### src/pcg_pkg.sv
// Package with register indices, field positions, reset values and timing counts of the port C GPIO block.
package pcg_pkg;

  // Port width and the word-index to byte-address scale of the register bus.
  localparam int unsigned PORT_WIDTH   = 8;
  localparam int unsigned INDEX_WIDTH  = 8;
  localparam int unsigned BYTE_SHIFT   = 2;

  // Register indices; the byte address on the bus is four times the index.
  localparam logic [7:0] IDX_PIN_DATA     = 8'h07;
  localparam logic [7:0] IDX_DIRECTION    = 8'h87;
  localparam logic [7:0] IDX_TWO_WIRE     = 8'h14;
  localparam logic [7:0] IDX_FLAG_ONE     = 8'h0C;
  localparam logic [7:0] IDX_FLAG_CLEAR   = 8'h0D;
  localparam logic [7:0] IDX_ENABLE_ONE   = 8'h8C;
  localparam logic [7:0] IDX_OPTION       = 8'h81;
  localparam logic [7:0] IDX_COMPARATOR   = 8'h1F;

  // Field positions.
  localparam int unsigned BIT_PULLUP_DISABLE_N = 7;
  localparam int unsigned BIT_TIMER_EXT_SELECT = 5;
  localparam int unsigned BIT_COMP_A_OE        = 1;
  localparam int unsigned BIT_TWO_WIRE_ENABLE  = 5;
  localparam int unsigned BIT_PORT_CHANGE      = 2;
  localparam int unsigned PULLUP_PINS          = 6;
  localparam int unsigned CHANGE_LOW_PIN       = 4;
  localparam int unsigned SERIAL_DATA_PIN      = 7;
  localparam int unsigned SERIAL_CLOCK_PIN     = 6;
  localparam int unsigned REF_A_PIN            = 0;
  localparam int unsigned COMP_A_PIN           = 1;
  localparam int unsigned TIMER_CLOCK_PIN      = 3;

  // Reset values.
  localparam logic [7:0] RST_DIRECTION  = 8'hFF;
  localparam logic [7:0] RST_LATCH      = 8'h00;
  localparam logic [7:0] RST_OPTION     = 8'hFF;
  localparam logic [7:0] RST_COMPARATOR = 8'h00;
  localparam logic [7:0] RST_TWO_WIRE   = 8'h00;
  localparam logic [7:0] RST_FLAG       = 8'h00;
  localparam logic [7:0] RST_ENABLE     = 8'h00;

  // Bus timing: cycles of waitrequest before every answer.
  localparam int unsigned BUS_WAIT_CYCLES = 1;

endpackage

### src/pcg_port_c.sv
// Port C GPIO block: pin muxing, pull-ups, change interrupt and an Avalon-MM register slave.
`timescale 1ns/1ns
module pcg_port_c #(
  parameter int unsigned ADDR_WIDTH = 10
) (
  input  wire logic        clock,
  input  wire logic        reset_n,
  input  wire logic [ADDR_WIDTH-1:0] avsAddress,
  input  wire logic        avsRead,
  input  wire logic        avsWrite,
  input  wire logic [3:0]  avsByteEnable,
  input  wire logic [31:0] avsWriteData,
  output logic      [31:0] avsReadData,
  output logic             avsWaitRequest,
  input  wire logic [7:0]  pinIn,
  output logic      [7:0]  pinOut,
  output logic      [7:0]  pinOe_n,
  output logic      [5:0]  weakPullupEn,
  output logic      [1:0]  nchPullupEn,
  input  wire logic        hibernate,
  input  wire logic        sleepMode,
  output logic             wakeRequest,
  output logic             irq,
  input  wire logic        progMode,
  input  wire logic        serialDataOut,
  input  wire logic        serialDataOe_n,
  input  wire logic        serialClockOut,
  input  wire logic        serialClockOe_n,
  output logic             serialDataIn,
  output logic             serialClockIn,
  input  wire logic        compAOut,
  output logic             refAOutEn,
  output logic             timerZeroExtClock
);

  // The register index needs eight address bits above the two byte bits.
  initial begin
    if (ADDR_WIDTH < pcg_pkg::INDEX_WIDTH + pcg_pkg::BYTE_SHIFT) begin
      $error("ADDR_WIDTH too small for the register map.");
    end
  end

  // Register state and next values.
  logic [7:0]  dirR,      dirNxt;      // Direction, one means input.
  logic [7:0]  latchR,    latchNxt;    // Output latches.
  logic [7:0]  optionR,   optionNxt;   // Pull-up disable and timer source.
  logic [7:0]  compR,     compNxt;     // Comparator control.
  logic [7:0]  twoWireR,  twoWireNxt;  // Two-wire control.
  logic [7:0]  flagR,     flagNxt;     // Sticky event status.
  logic [7:0]  enableR,   enableNxt;   // Interrupt enables.
  logic [7:0]  snapR,     snapNxt;     // Pin levels captured at the last port read.
  logic [31:0] rdataR,    rdataNxt;    // Read data held for the answer.
  logic        ackR,      ackNxt;      // High in the cycle the answer is given.

  // Pin synchroniser and filtered level.
  logic [7:0]  sync1R, sync2R, sync3R; // Three-stage input synchroniser.
  logic [7:0]  pinFiltR, pinFiltNxt;   // Level taken once stages two and three agree.

  // Registered pin-facing outputs.
  logic [7:0]  pinOutR,   pinOutNxt;
  logic [7:0]  pinOeNR,   pinOeNNxt;
  logic [5:0]  pullupR,   pullupNxt;
  logic [1:0]  nchR,      nchNxt;
  logic        refAR,     refANxt;
  logic        timerR,    timerNxt;
  logic        serDataR,  serDataNxt;
  logic        serClockR, serClockNxt;

  // Decoded access and status terms.
  logic [7:0]  regIndex;     // Word index of the access.
  logic        request;      // A read or a write is on the bus.
  logic        accept;       // The request completes at this edge.
  logic        takeRead;     // First cycle of a read, where data is captured.
  logic        wrLane0;      // Write that carries the low byte.
  logic        twoWireOn;    // Two-wire function enabled.
  logic        serialOwned;  // Pins 7 and 6 belong to the serial function.
  logic        compAOn;      // Comparator A outputs take pins 1 and 0.
  logic [7:0]  eligible;     // Pins that take part in change detection.
  logic        mismatch;     // Some eligible pin differs from the snapshot.

  assign regIndex    = avsAddress[pcg_pkg::BYTE_SHIFT +: pcg_pkg::INDEX_WIDTH];
  assign request     = avsRead | avsWrite;
  assign accept      = request & ackR;
  assign takeRead    = avsRead & ~ackR;
  assign wrLane0     = avsWrite & ~ackR & avsByteEnable[0];
  assign twoWireOn   = twoWireR[pcg_pkg::BIT_TWO_WIRE_ENABLE];
  assign serialOwned = twoWireOn | progMode;
  assign compAOn     = compR[pcg_pkg::BIT_COMP_A_OE];

  // The answer always comes one cycle after the request; a fixed wait keeps the master simple.
  assign avsWaitRequest = request & ~ackR;
  assign avsReadData    = rdataR;

  // Change detection covers only input pins 7..4, minus the serial pair in two-wire mode.
  always_comb begin
    eligible = 8'h00;
    eligible[7:pcg_pkg::CHANGE_LOW_PIN] = dirR[7:pcg_pkg::CHANGE_LOW_PIN];
    if (twoWireOn) begin
      eligible[pcg_pkg::SERIAL_DATA_PIN]  = 1'b0;
      eligible[pcg_pkg::SERIAL_CLOCK_PIN] = 1'b0;
    end
    mismatch = |((pinFiltR ^ snapR) & eligible);
  end

  // Interrupt and wake are levels from the sticky status gated by the enables.
  assign irq         = |(flagR & enableR);
  assign wakeRequest = sleepMode & irq;

  // Bus-side next values: register writes, read capture and the answer handshake.
  always_comb begin
    dirNxt     = dirR;
    latchNxt   = latchR;
    optionNxt  = optionR;
    compNxt    = compR;
    twoWireNxt = twoWireR;
    enableNxt  = enableR;
    snapNxt    = snapR;
    rdataNxt   = rdataR;
    ackNxt     = request & ~ackR;
    flagNxt    = flagR;
    // Writes take effect in the first request cycle; the master holds them until the answer.
    if (wrLane0) begin
      unique case (regIndex)
        pcg_pkg::IDX_PIN_DATA:   latchNxt   = avsWriteData[7:0];
        pcg_pkg::IDX_DIRECTION:  dirNxt     = avsWriteData[7:0];
        pcg_pkg::IDX_OPTION:     optionNxt  = avsWriteData[7:0];
        pcg_pkg::IDX_COMPARATOR: compNxt    = avsWriteData[7:0];
        pcg_pkg::IDX_TWO_WIRE:   twoWireNxt = avsWriteData[7:0];
        pcg_pkg::IDX_ENABLE_ONE: enableNxt  = avsWriteData[7:0];
        pcg_pkg::IDX_FLAG_CLEAR: flagNxt    = flagR & ~avsWriteData[7:0];
        default: begin
          // Unmapped or read-only index: the write is dropped.
          latchNxt = latchR;
        end
      endcase
    end
    // A persisting mismatch sets the flag again, so a set always beats a clear.
    if (mismatch) begin
      flagNxt[pcg_pkg::BIT_PORT_CHANGE] = 1'b1;
    end
    // Reads capture their data in the first cycle; unmapped indices read as zero.
    if (takeRead) begin
      rdataNxt = 32'h0000_0000;
      unique case (regIndex)
        pcg_pkg::IDX_PIN_DATA: begin
          rdataNxt[7:0] = pinFiltR;
          snapNxt       = pinFiltR;
        end
        pcg_pkg::IDX_DIRECTION:  rdataNxt[7:0] = dirR;
        pcg_pkg::IDX_OPTION:     rdataNxt[7:0] = optionR;
        pcg_pkg::IDX_COMPARATOR: rdataNxt[7:0] = compR;
        pcg_pkg::IDX_TWO_WIRE:   rdataNxt[7:0] = twoWireR;
        pcg_pkg::IDX_FLAG_ONE:   rdataNxt[7:0] = flagR;
        pcg_pkg::IDX_ENABLE_ONE: rdataNxt[7:0] = enableR;
        default: begin
          // The clear register is write-only and reads as zero too.
          rdataNxt = 32'h0000_0000;
        end
      endcase
    end
  end

  // Bus-side registers; the latches get a defined value although software may not rely on it.
  always_ff @(posedge clock or negedge reset_n) begin
    if (!reset_n) begin
      dirR     <= pcg_pkg::RST_DIRECTION;
      latchR   <= pcg_pkg::RST_LATCH;
      optionR  <= pcg_pkg::RST_OPTION;
      compR    <= pcg_pkg::RST_COMPARATOR;
      twoWireR <= pcg_pkg::RST_TWO_WIRE;
      flagR    <= pcg_pkg::RST_FLAG;
      enableR  <= pcg_pkg::RST_ENABLE;
      snapR    <= 8'h00;
      rdataR   <= 32'h0000_0000;
      ackR     <= 1'b0;
    end else begin
      dirR     <= dirNxt;
      latchR   <= latchNxt;
      optionR  <= optionNxt;
      compR    <= compNxt;
      twoWireR <= twoWireNxt;
      flagR    <= flagNxt;
      enableR  <= enableNxt;
      snapR    <= snapNxt;
      rdataR   <= rdataNxt;
      ackR     <= ackNxt;
    end
  end

  // The filtered level follows the pin only when stages two and three agree, which rejects a one-cycle glitch.
  always_comb begin
    pinFiltNxt = (sync3R & ~(sync2R ^ sync3R)) | (pinFiltR & (sync2R ^ sync3R));
  end

  // Synchroniser and filter registers; stage one is read only by stage two.
  always_ff @(posedge clock or negedge reset_n) begin
    if (!reset_n) begin
      sync1R   <= 8'h00;
      sync2R   <= 8'h00;
      sync3R   <= 8'h00;
      pinFiltR <= 8'h00;
    end else begin
      sync1R   <= pinIn;
      sync2R   <= sync1R;
      sync3R   <= sync2R;
      pinFiltR <= pinFiltNxt;
    end
  end

  // Per-pin drive: direction and latch, with the alternate functions taking over their pins.
  genvar gi;
  generate
    for (gi = 0; gi < pcg_pkg::PORT_WIDTH; gi++) begin : gPin
      always_comb begin
        pinOutNxt[gi] = latchR[gi];
        pinOeNNxt[gi] = dirR[gi];
        if (gi == pcg_pkg::SERIAL_DATA_PIN && serialOwned) begin
          pinOutNxt[gi] = serialDataOut;
          pinOeNNxt[gi] = serialDataOe_n;
        end else if (gi == pcg_pkg::SERIAL_CLOCK_PIN && serialOwned) begin
          pinOutNxt[gi] = serialClockOut;
          pinOeNNxt[gi] = serialClockOe_n;
        end else if (gi == pcg_pkg::COMP_A_PIN && compAOn) begin
          pinOutNxt[gi] = compAOut;
          pinOeNNxt[gi] = 1'b0;
        end else if (gi == pcg_pkg::REF_A_PIN && compAOn) begin
          // The analog reference drives this pin, so the digital driver lets go.
          pinOutNxt[gi] = 1'b0;
          pinOeNNxt[gi] = 1'b1;
        end
      end
    end
  endgenerate

  // Pull-ups, alternate inputs and the timer clock route.
  always_comb begin
    // The shared bit is active low; hibernate overrides it and the other weak pull-up terms, not the N-channel pull-ups.
    pullupNxt = dirR[5:0] & latchR[5:0] & {pcg_pkg::PULLUP_PINS{~optionR[pcg_pkg::BIT_PULLUP_DISABLE_N]}};
    if (hibernate) begin
      pullupNxt = 6'h00;
    end
    nchNxt      = twoWireOn ? 2'h0 : 2'h3;
    refANxt     = compAOn;
    serDataNxt  = pinFiltR[pcg_pkg::SERIAL_DATA_PIN];
    serClockNxt = pinFiltR[pcg_pkg::SERIAL_CLOCK_PIN];
    // Unselected, the timer input rests low so it cannot count pin noise.
    timerNxt = optionR[pcg_pkg::BIT_TIMER_EXT_SELECT] & pinFiltR[pcg_pkg::TIMER_CLOCK_PIN];
  end

  // Pin-facing output registers; after reset every pin floats with weak pull-ups off and the N-channel pull-ups on.
  always_ff @(posedge clock or negedge reset_n) begin
    if (!reset_n) begin
      pinOutR   <= 8'h00;
      pinOeNR   <= 8'hFF;
      pullupR   <= 6'h00;
      nchR      <= 2'h3;
      refAR     <= 1'b0;
      timerR    <= 1'b0;
      serDataR  <= 1'b0;
      serClockR <= 1'b0;
    end else begin
      pinOutR   <= pinOutNxt;
      pinOeNR   <= pinOeNNxt;
      pullupR   <= pullupNxt;
      nchR      <= nchNxt;
      refAR     <= refANxt;
      timerR    <= timerNxt;
      serDataR  <= serDataNxt;
      serClockR <= serClockNxt;
    end
  end

  assign pinOut            = pinOutR;
  assign pinOe_n           = pinOeNR;
  assign weakPullupEn      = pullupR;
  assign nchPullupEn       = nchR;
  assign refAOutEn         = refAR;
  assign timerZeroExtClock = timerR;
  assign serialDataIn      = serDataR;
  assign serialClockIn     = serClockR;

  // Checks on the bus handshake.
  busAnswer_a: assert property (@(posedge clock) disable iff (!reset_n)
    (request && avsWaitRequest) |=> !avsWaitRequest)
    else $error("Bus answer did not follow one wait cycle.");

  dirWrite_a: assert property (@(posedge clock) disable iff (!reset_n)
    (wrLane0 && regIndex == pcg_pkg::IDX_DIRECTION) |=> (dirR == $past(avsWriteData[7:0])))
    else $error("Direction write not stored.");

  readPins_a: assert property (@(posedge clock) disable iff (!reset_n)
    (accept && avsRead && regIndex == pcg_pkg::IDX_PIN_DATA) |-> (avsReadData[7:0] == $past(pinFiltR)))
    else $error("Port read did not return pin levels.");

  // Checks on pin drive and pull-ups.
  outputDrive_a: assert property (@(posedge clock) disable iff (!reset_n)
    (!dirR[2]) |=> (!pinOe_n[2] && pinOut[2] == $past(latchR[2])))
    else $error("Output pin not driven from latch.");

  hibernateOff_a: assert property (@(posedge clock) disable iff (!reset_n)
    hibernate |=> (weakPullupEn == 6'h00))
    else $error("Pull-up on during hibernate.");

  pullupInput_a: assert property (@(posedge clock) disable iff (!reset_n)
    (!dirR[3] || !latchR[3] || optionR[pcg_pkg::BIT_PULLUP_DISABLE_N]) |=> !weakPullupEn[3])
    else $error("Pull-up on a pin that must not have it.");

  compOverride_a: assert property (@(posedge clock) disable iff (!reset_n)
    compAOn |=> (pinOe_n[0] && !pinOe_n[1] && pinOut[1] == $past(compAOut) && refAOutEn))
    else $error("Comparator A did not take pins 1 and 0.");

  nchTwoWire_a: assert property (@(posedge clock) disable iff (!reset_n)
    twoWireOn |=> (nchPullupEn == 2'h0))
    else $error("N-channel pull-up on in two-wire mode.");

  timerRoute_a: assert property (@(posedge clock) disable iff (!reset_n)
    !optionR[pcg_pkg::BIT_TIMER_EXT_SELECT] |=> !timerZeroExtClock)
    else $error("Timer clock routed while not selected.");

  // Checks on change detection and the interrupt.
  flagCause_a: assert property (@(posedge clock) disable iff (!reset_n)
    $rose(flagR[pcg_pkg::BIT_PORT_CHANGE]) |-> $past(|((pinFiltR ^ snapR) & dirR & 8'hF0 &
      (twoWireOn ? 8'h3F : 8'hFF))))
    else $error("Change flag set without an eligible mismatch.");

  setWins_a: assert property (@(posedge clock) disable iff (!reset_n)
    mismatch |=> flagR[pcg_pkg::BIT_PORT_CHANGE])
    else $error("Mismatch did not keep the change flag set.");

  irqWake_a: assert property (@(posedge clock) disable iff (!reset_n)
    (flagR[pcg_pkg::BIT_PORT_CHANGE] && enableR[pcg_pkg::BIT_PORT_CHANGE] && sleepMode) |-> (irq && wakeRequest))
    else $error("Enabled change did not interrupt and wake.");

endmodule

### config.mk
export PLATFORM = sky130hd
export DESIGN_NAME = pcg_port_c
export DESIGN_NICKNAME = d
export VERILOG_FILES = /design/src/pcg_pkg.sv /design/src/pcg_port_c.sv
export SDC_FILE = /design/constraint.sdc
export NUM_CORES = 1
export LEC_CHECK = 0
export BUFFER_PORTS_ARGS = -buffer_cell sky130_fd_sc_hd__buf_2
export CORE_ASPECT_RATIO = 1.4
export CORE_MARGIN = 1
export CORE_UTILIZATION = 50
export CTS_CLUSTER_SIZE = 28
export DETAILED_ROUTE_END_ITERATION = 8
export PLACE_DENSITY = 0.8
export SKIP_CTS_REPAIR_TIMING = 1
export SYNTH_ARGS = -nofsm -noshare
export SYNTH_HDL_FRONTEND = slang
export SYNTH_SLANG_ARGS = --single-unit
export TNS_END_PERCENT = 1
### constraint.sdc
create_clock -name clock -period 4.15 [get_ports clock]
set_clock_uncertainty 0.2 [all_clocks]
set_input_delay 0.83 -clock clock [delete_from_list [all_inputs] [get_ports clock]]
set_output_delay 0.83 -clock clock [all_outputs]
set_load 0.01 [all_outputs]
Yosys cells after proc, flatten, opt, wreduce, memory -nomap -nowiden
Cells that the tools add are included.
{ "word_totals": {"register_bits": 133, "input_bits": 66, "wordCells": 81} }
{ "op_classes": {"eq_ne": 8, "muxes": 15, "n_bitwise": 22, "reduce_logical": 13} }
{ "op_table": {"columns": ["op", "n"], "rows": [
  ["$pmux 8 s7", 1],
  ["$and 8x8->8", 5],
  ["$eq 8x8->1 const B", 3],
  ["$reduce_and 2->1", 9],
  ["$eq 8x4->1 const B", 2],
  ["$eq 8x5->1 const B", 2],
  ["$not 8->8", 2],
  ["$reduce_or 8->1", 2],
  ["$xor 8x8->8", 2],
  ["$and 6x6->6", 2],
  ["$mux 1", 9],
  ["$eq 8x3->1 const B", 1],
  ["$or 8x8->8", 1],
  ["$and 1x1->1", 6],
  ["$mux 3", 2],
  ["$mux 6", 1],
  ["$mux 2", 2],
  ["$reduce_bool 2->1", 2],
  ["$not 1->1", 2],
  ["$or 1x1->1", 2]
]} }

Depth between registers and ports, before layout
{ "depth": {"word_depth": 5, "depth_mapped": 6, "mapped_depth_nobuf": 4} }

Worst setup path after synthesis
No wires, ideal clock.
{ "synth_timing": {"kind": "input port to flip-flop", "from": "in avsAddress[7]", "to": "reg twoWireR[0]", "setup_ps": 125, "t_arrival_ps": 2074, "t_required_ps": 3825, "slack_ps": 1751, "path_stages": 4, "n_path_buf": 0, "cell_sequence": "or4b_4 > nor2_8 > nand3_4 > mux2_4"} }
{ "synth_between": {"elab_chain_len": 2} }
{ "synth_rtl": {"columns": ["element", "line_no", "text"], "rows": [
  ["start: declaration", "pcg_port_c.sv:8", "input wire logic [ADDR_WIDTH-1:0] avsAddress,"],
  ["$eq 8x5->1", "pcg_port_c.sv:123", "unique case (regIndex)"],
  ["$reduce_and 2->1 (no line)", null, null],
  ["end signal: assignment", "pcg_port_c.sv:170", "twoWireR <= pcg_pkg::RST_TWO_WIRE;"],
  ["end signal: assignment", "pcg_port_c.sv:181", "twoWireR <= twoWireNxt;"],
  ["end: declaration", "pcg_port_c.sv:48", "logic [7:0] twoWireR, twoWireNxt;"]
]} }
Every way passes these cells.
A chain may end at the register's enable or synchronous reset.

Worst setup path after layout
{ "layout_timing": {"from": "reg flagR[5]", "to": "out wakeRequest"} }
{ "layout_between": {"elab_chain_len": 3} }
{ "layout_rtl": {"columns": ["element", "line_no", "text"], "rows": [
  ["start: declaration", "pcg_port_c.sv:49", "logic [7:0] flagR, flagNxt;"],
  ["start signal: assignment", "pcg_port_c.sv:171", "flagR <= pcg_pkg::RST_FLAG;"],
  ["start signal: assignment", "pcg_port_c.sv:182", "flagR <= flagNxt;"],
  ["$and 8x8->8", "pcg_port_c.sv:106", "assign irq = |(flagR & enableR);"],
  ["$reduce_or 8->1", "pcg_port_c.sv:106", null],
  ["$and 1x1->1", "pcg_port_c.sv:107", "assign wakeRequest = sleepMode & irq;"],
  ["end: declaration", "pcg_port_c.sv:22", "output logic wakeRequest,"]
]} }
Every way passes these cells.

==> metrics.yaml <==
die_height_um: 124
io_pins: 129
fin_util_pct: 60.9
setup_viol: 0
routed_via_density: 5.65
gp_congestion: 0.830
clock_path_buffers: 2
die-area_um2: 11000
crit_buf_inv: 1
drtIter0Drc: 217
p_per_area_nw_per_um2: 473
die_x_um: 89.0
yosys.cell_types.count: 50
path_max_fanout: 3
dp_worst_setup_slack_ns: 1.39
routed_wl_mm: 10.9
worstPathArrival_ns: 1.53
finalWorstSetupSlack_ns: 1.59
clk_pin_slew_ns: 0.06
yosys_warnings: 0
min-delay-start: "sync1R[3]"
layout-drive-gt1-share_pct: 45.2
path_delay_family: "flip-flops"
syn2layout_area_growth_pct: 19.1
outcome: "finished, final reports clean"
gr-total-overflow: 0
cap_violations: 0
ant_nets: 0
h-tree-depth: 4
crit_type: "flop to output pin"
worstSkewPairLatency_ns: 0.42
wire_per_inst_um: 18.3
slowest_delay_ns: 0.44
r2r-start: "ackR"
grt_pass1_vias: 3286
seq_area_frac_synth_pct: 61.1
yosys-top-cells-area: "dfrtp_1 49%, dfstp_2 12%, mux2_2 7.9%"
synth-seq-cells: 128
setup_tns_ns: 0
grt_antenna_before_repair: 0
worstPathCellList: "a22oi_1, nand4_1, and2_1, buf_2"
fmax_ghz: 0.390
syn_area_um2: 5300
fillerInstances: 817
finalCritPeriodShare_pct: 61.7
max_slew_margin_pct: 28.0
grt_pass1_wl_mm: 16.9
synth_top_area_cell: "dfrtp_1"
cts_root_buf: "clkbuf_16"
via_count: 3344
critical_path_required_ns: 3.12
io_buffers: 75
end_kind: "output pin"
fin_crit_ns: 2.56
tightest_slew_ns: 1.08
synthArstFlopShare_pct: 100
synth_edf_count: 0
irDropWorstVdd_mv: 0.398
hold_class: "flop to flop"
leakagePower_uw: 0.00305
synthFlopType: "dfrtp_1"
setup.worst_path.start: "flagR[5]"
timing.hold.ws_ns: 0.143
start_util_pct: 51.2
fin_nets: 507
synth_top_area_share_pct: 48.7
rows: 44
grt_max_degree: 79
slew_viol_final: 0
start_kind: "flop"
rsz0062_at_grt: "no"
cts_buffers: 17
cts_tree: "yes"
avgSynthCellArea_um2: 14.8
final_hold_viol_count: 0
clkSinkCount: 128
dpl.hpwl_mm: 7.45
firstDrtPassIters: 8
coreArea_um2: 10300
grt_util_all_layers_pct: 21.6
synth_cells: 359
drc: 0
critPathSlowestCell: "dfrtp_1"
antennaDiodeCount: 0
layer usage:
layer | wire length (µm) | up-vias | track usage [%]
met4 | 602 | 0 | 14.9
li1 | - | 1445 | -
met3 | 656 | 47 | 6.43
met1 | 4120 | 1678 | 24.8
met2 | 5470 | 174 | 34.3
met5 | 0 | - | 0
through the flow:
step	instances	cell area [µm²]	power [µW]
final	592	6310	2980
after floorplan	382	5380	1430
after detailed placement	560	5700	1490
after global placement	560	5700	1490
after global routing	592	6310	3090
after CTS	592	6310	3000
sequential cells by signal, indices dropped and copies added (netlist names), 4 cells and up, named ones only:
signal and count:
sync3R 8, sync1R 8, compR 8, weakPullupEn 6, sync2R 8, pinOut 8, avsReadData 8, dirR 8
flagR 8, pinOe_n 8, enableR 8, twoWireR 8, latchR 8, snapR 4, optionR 8
layout by cell type, fill, tap and decap left out, types with 2 or more instances in the layout:
cell	count
maj3_1	8
a22oi_2	7
nor2b_1	2
nand2_1	9
a21boi_0	7
mux2_4	16
mux2_2	37
inv_1	3
clkinvlp_4	4
and4b_1	2
a22o_1	15
o21a_1	8
xor2_1	4
xnor2_1	2
dfstp_2	25
and3_1	7
bufinv_16	3
or4b_4	2
and2_1	3
clkbuf_16	17
a22oi_1	15
buf_2	74
conb_1	24
nand3_1	3
inv_6	5
nand3_4	2
dfrtp_1	103
a222oi_1	8
nor2_1	7
mux2_1	4
buf_4	3
clkinv_2	2
and3b_1	3
kinds of logic (layout without fill, tap and decap cells):
group	Yosys count	after routing	share of synthesized area (%)
fa+ha+maj	8	8	1.51
compound gates	65	65	10.9
simple gates	53	53	7.13
other cells	1	24	0.0708
xor+xnor	6	6	0.992
mux	58	58	13.4
buf+inv	40	112	4.94
flops	128	128	61.1
cell type report:
class | instances | area, µm² | share of cell area, %
repair buffers | 77 | 393 | 6.23
clock inverters | 15 | 183 | 2.90
clock buffers | 17 | 425 | 6.74
multi-input cells | 214 | 1890 | 29.9
flip-flops and latches | 128 | 3230 | 51.3
inverters | 3 | 11.3 | 0.179
well taps | 138 | 173 | 2.74
Yosys cell counts, types with 7 or more instances:
library cell	instances
and3_1	7
buf_2	8
o21a_1	8
nor2_1	7
nand2_1	9
a22oi_2	7
buf_4	25
mux2_2	37
a22oi_1	15
a21boi_0	7
dfrtp_1	103
a222oi_1	8
mux2_4	16
maj3_1	8
a22o_1	15
dfstp_2	25
report_power, final:
part           total [µW]  internal (µW)  switching (µW)
combinational         144           53.8            89.8
sequential           1330           1300            33.9
clock                1510            950             560
path summary, 6_finish.rpt:
kind,end,slack (ns),depth (start not counted)
min in group asynchronous,pinOut[0],0.34,1
worst min register to register,sync2R[3],0.14,0
max in group asynchronous,nchPullupEn[0],2.46,2
worst min-delay path,sync2R[3],0.14,0
worst max register to register,latchR[5],2.04,3
worst max-delay path,wakeRequest,1.59,4
Note: power is estimated with default switching activity, not from simulation.
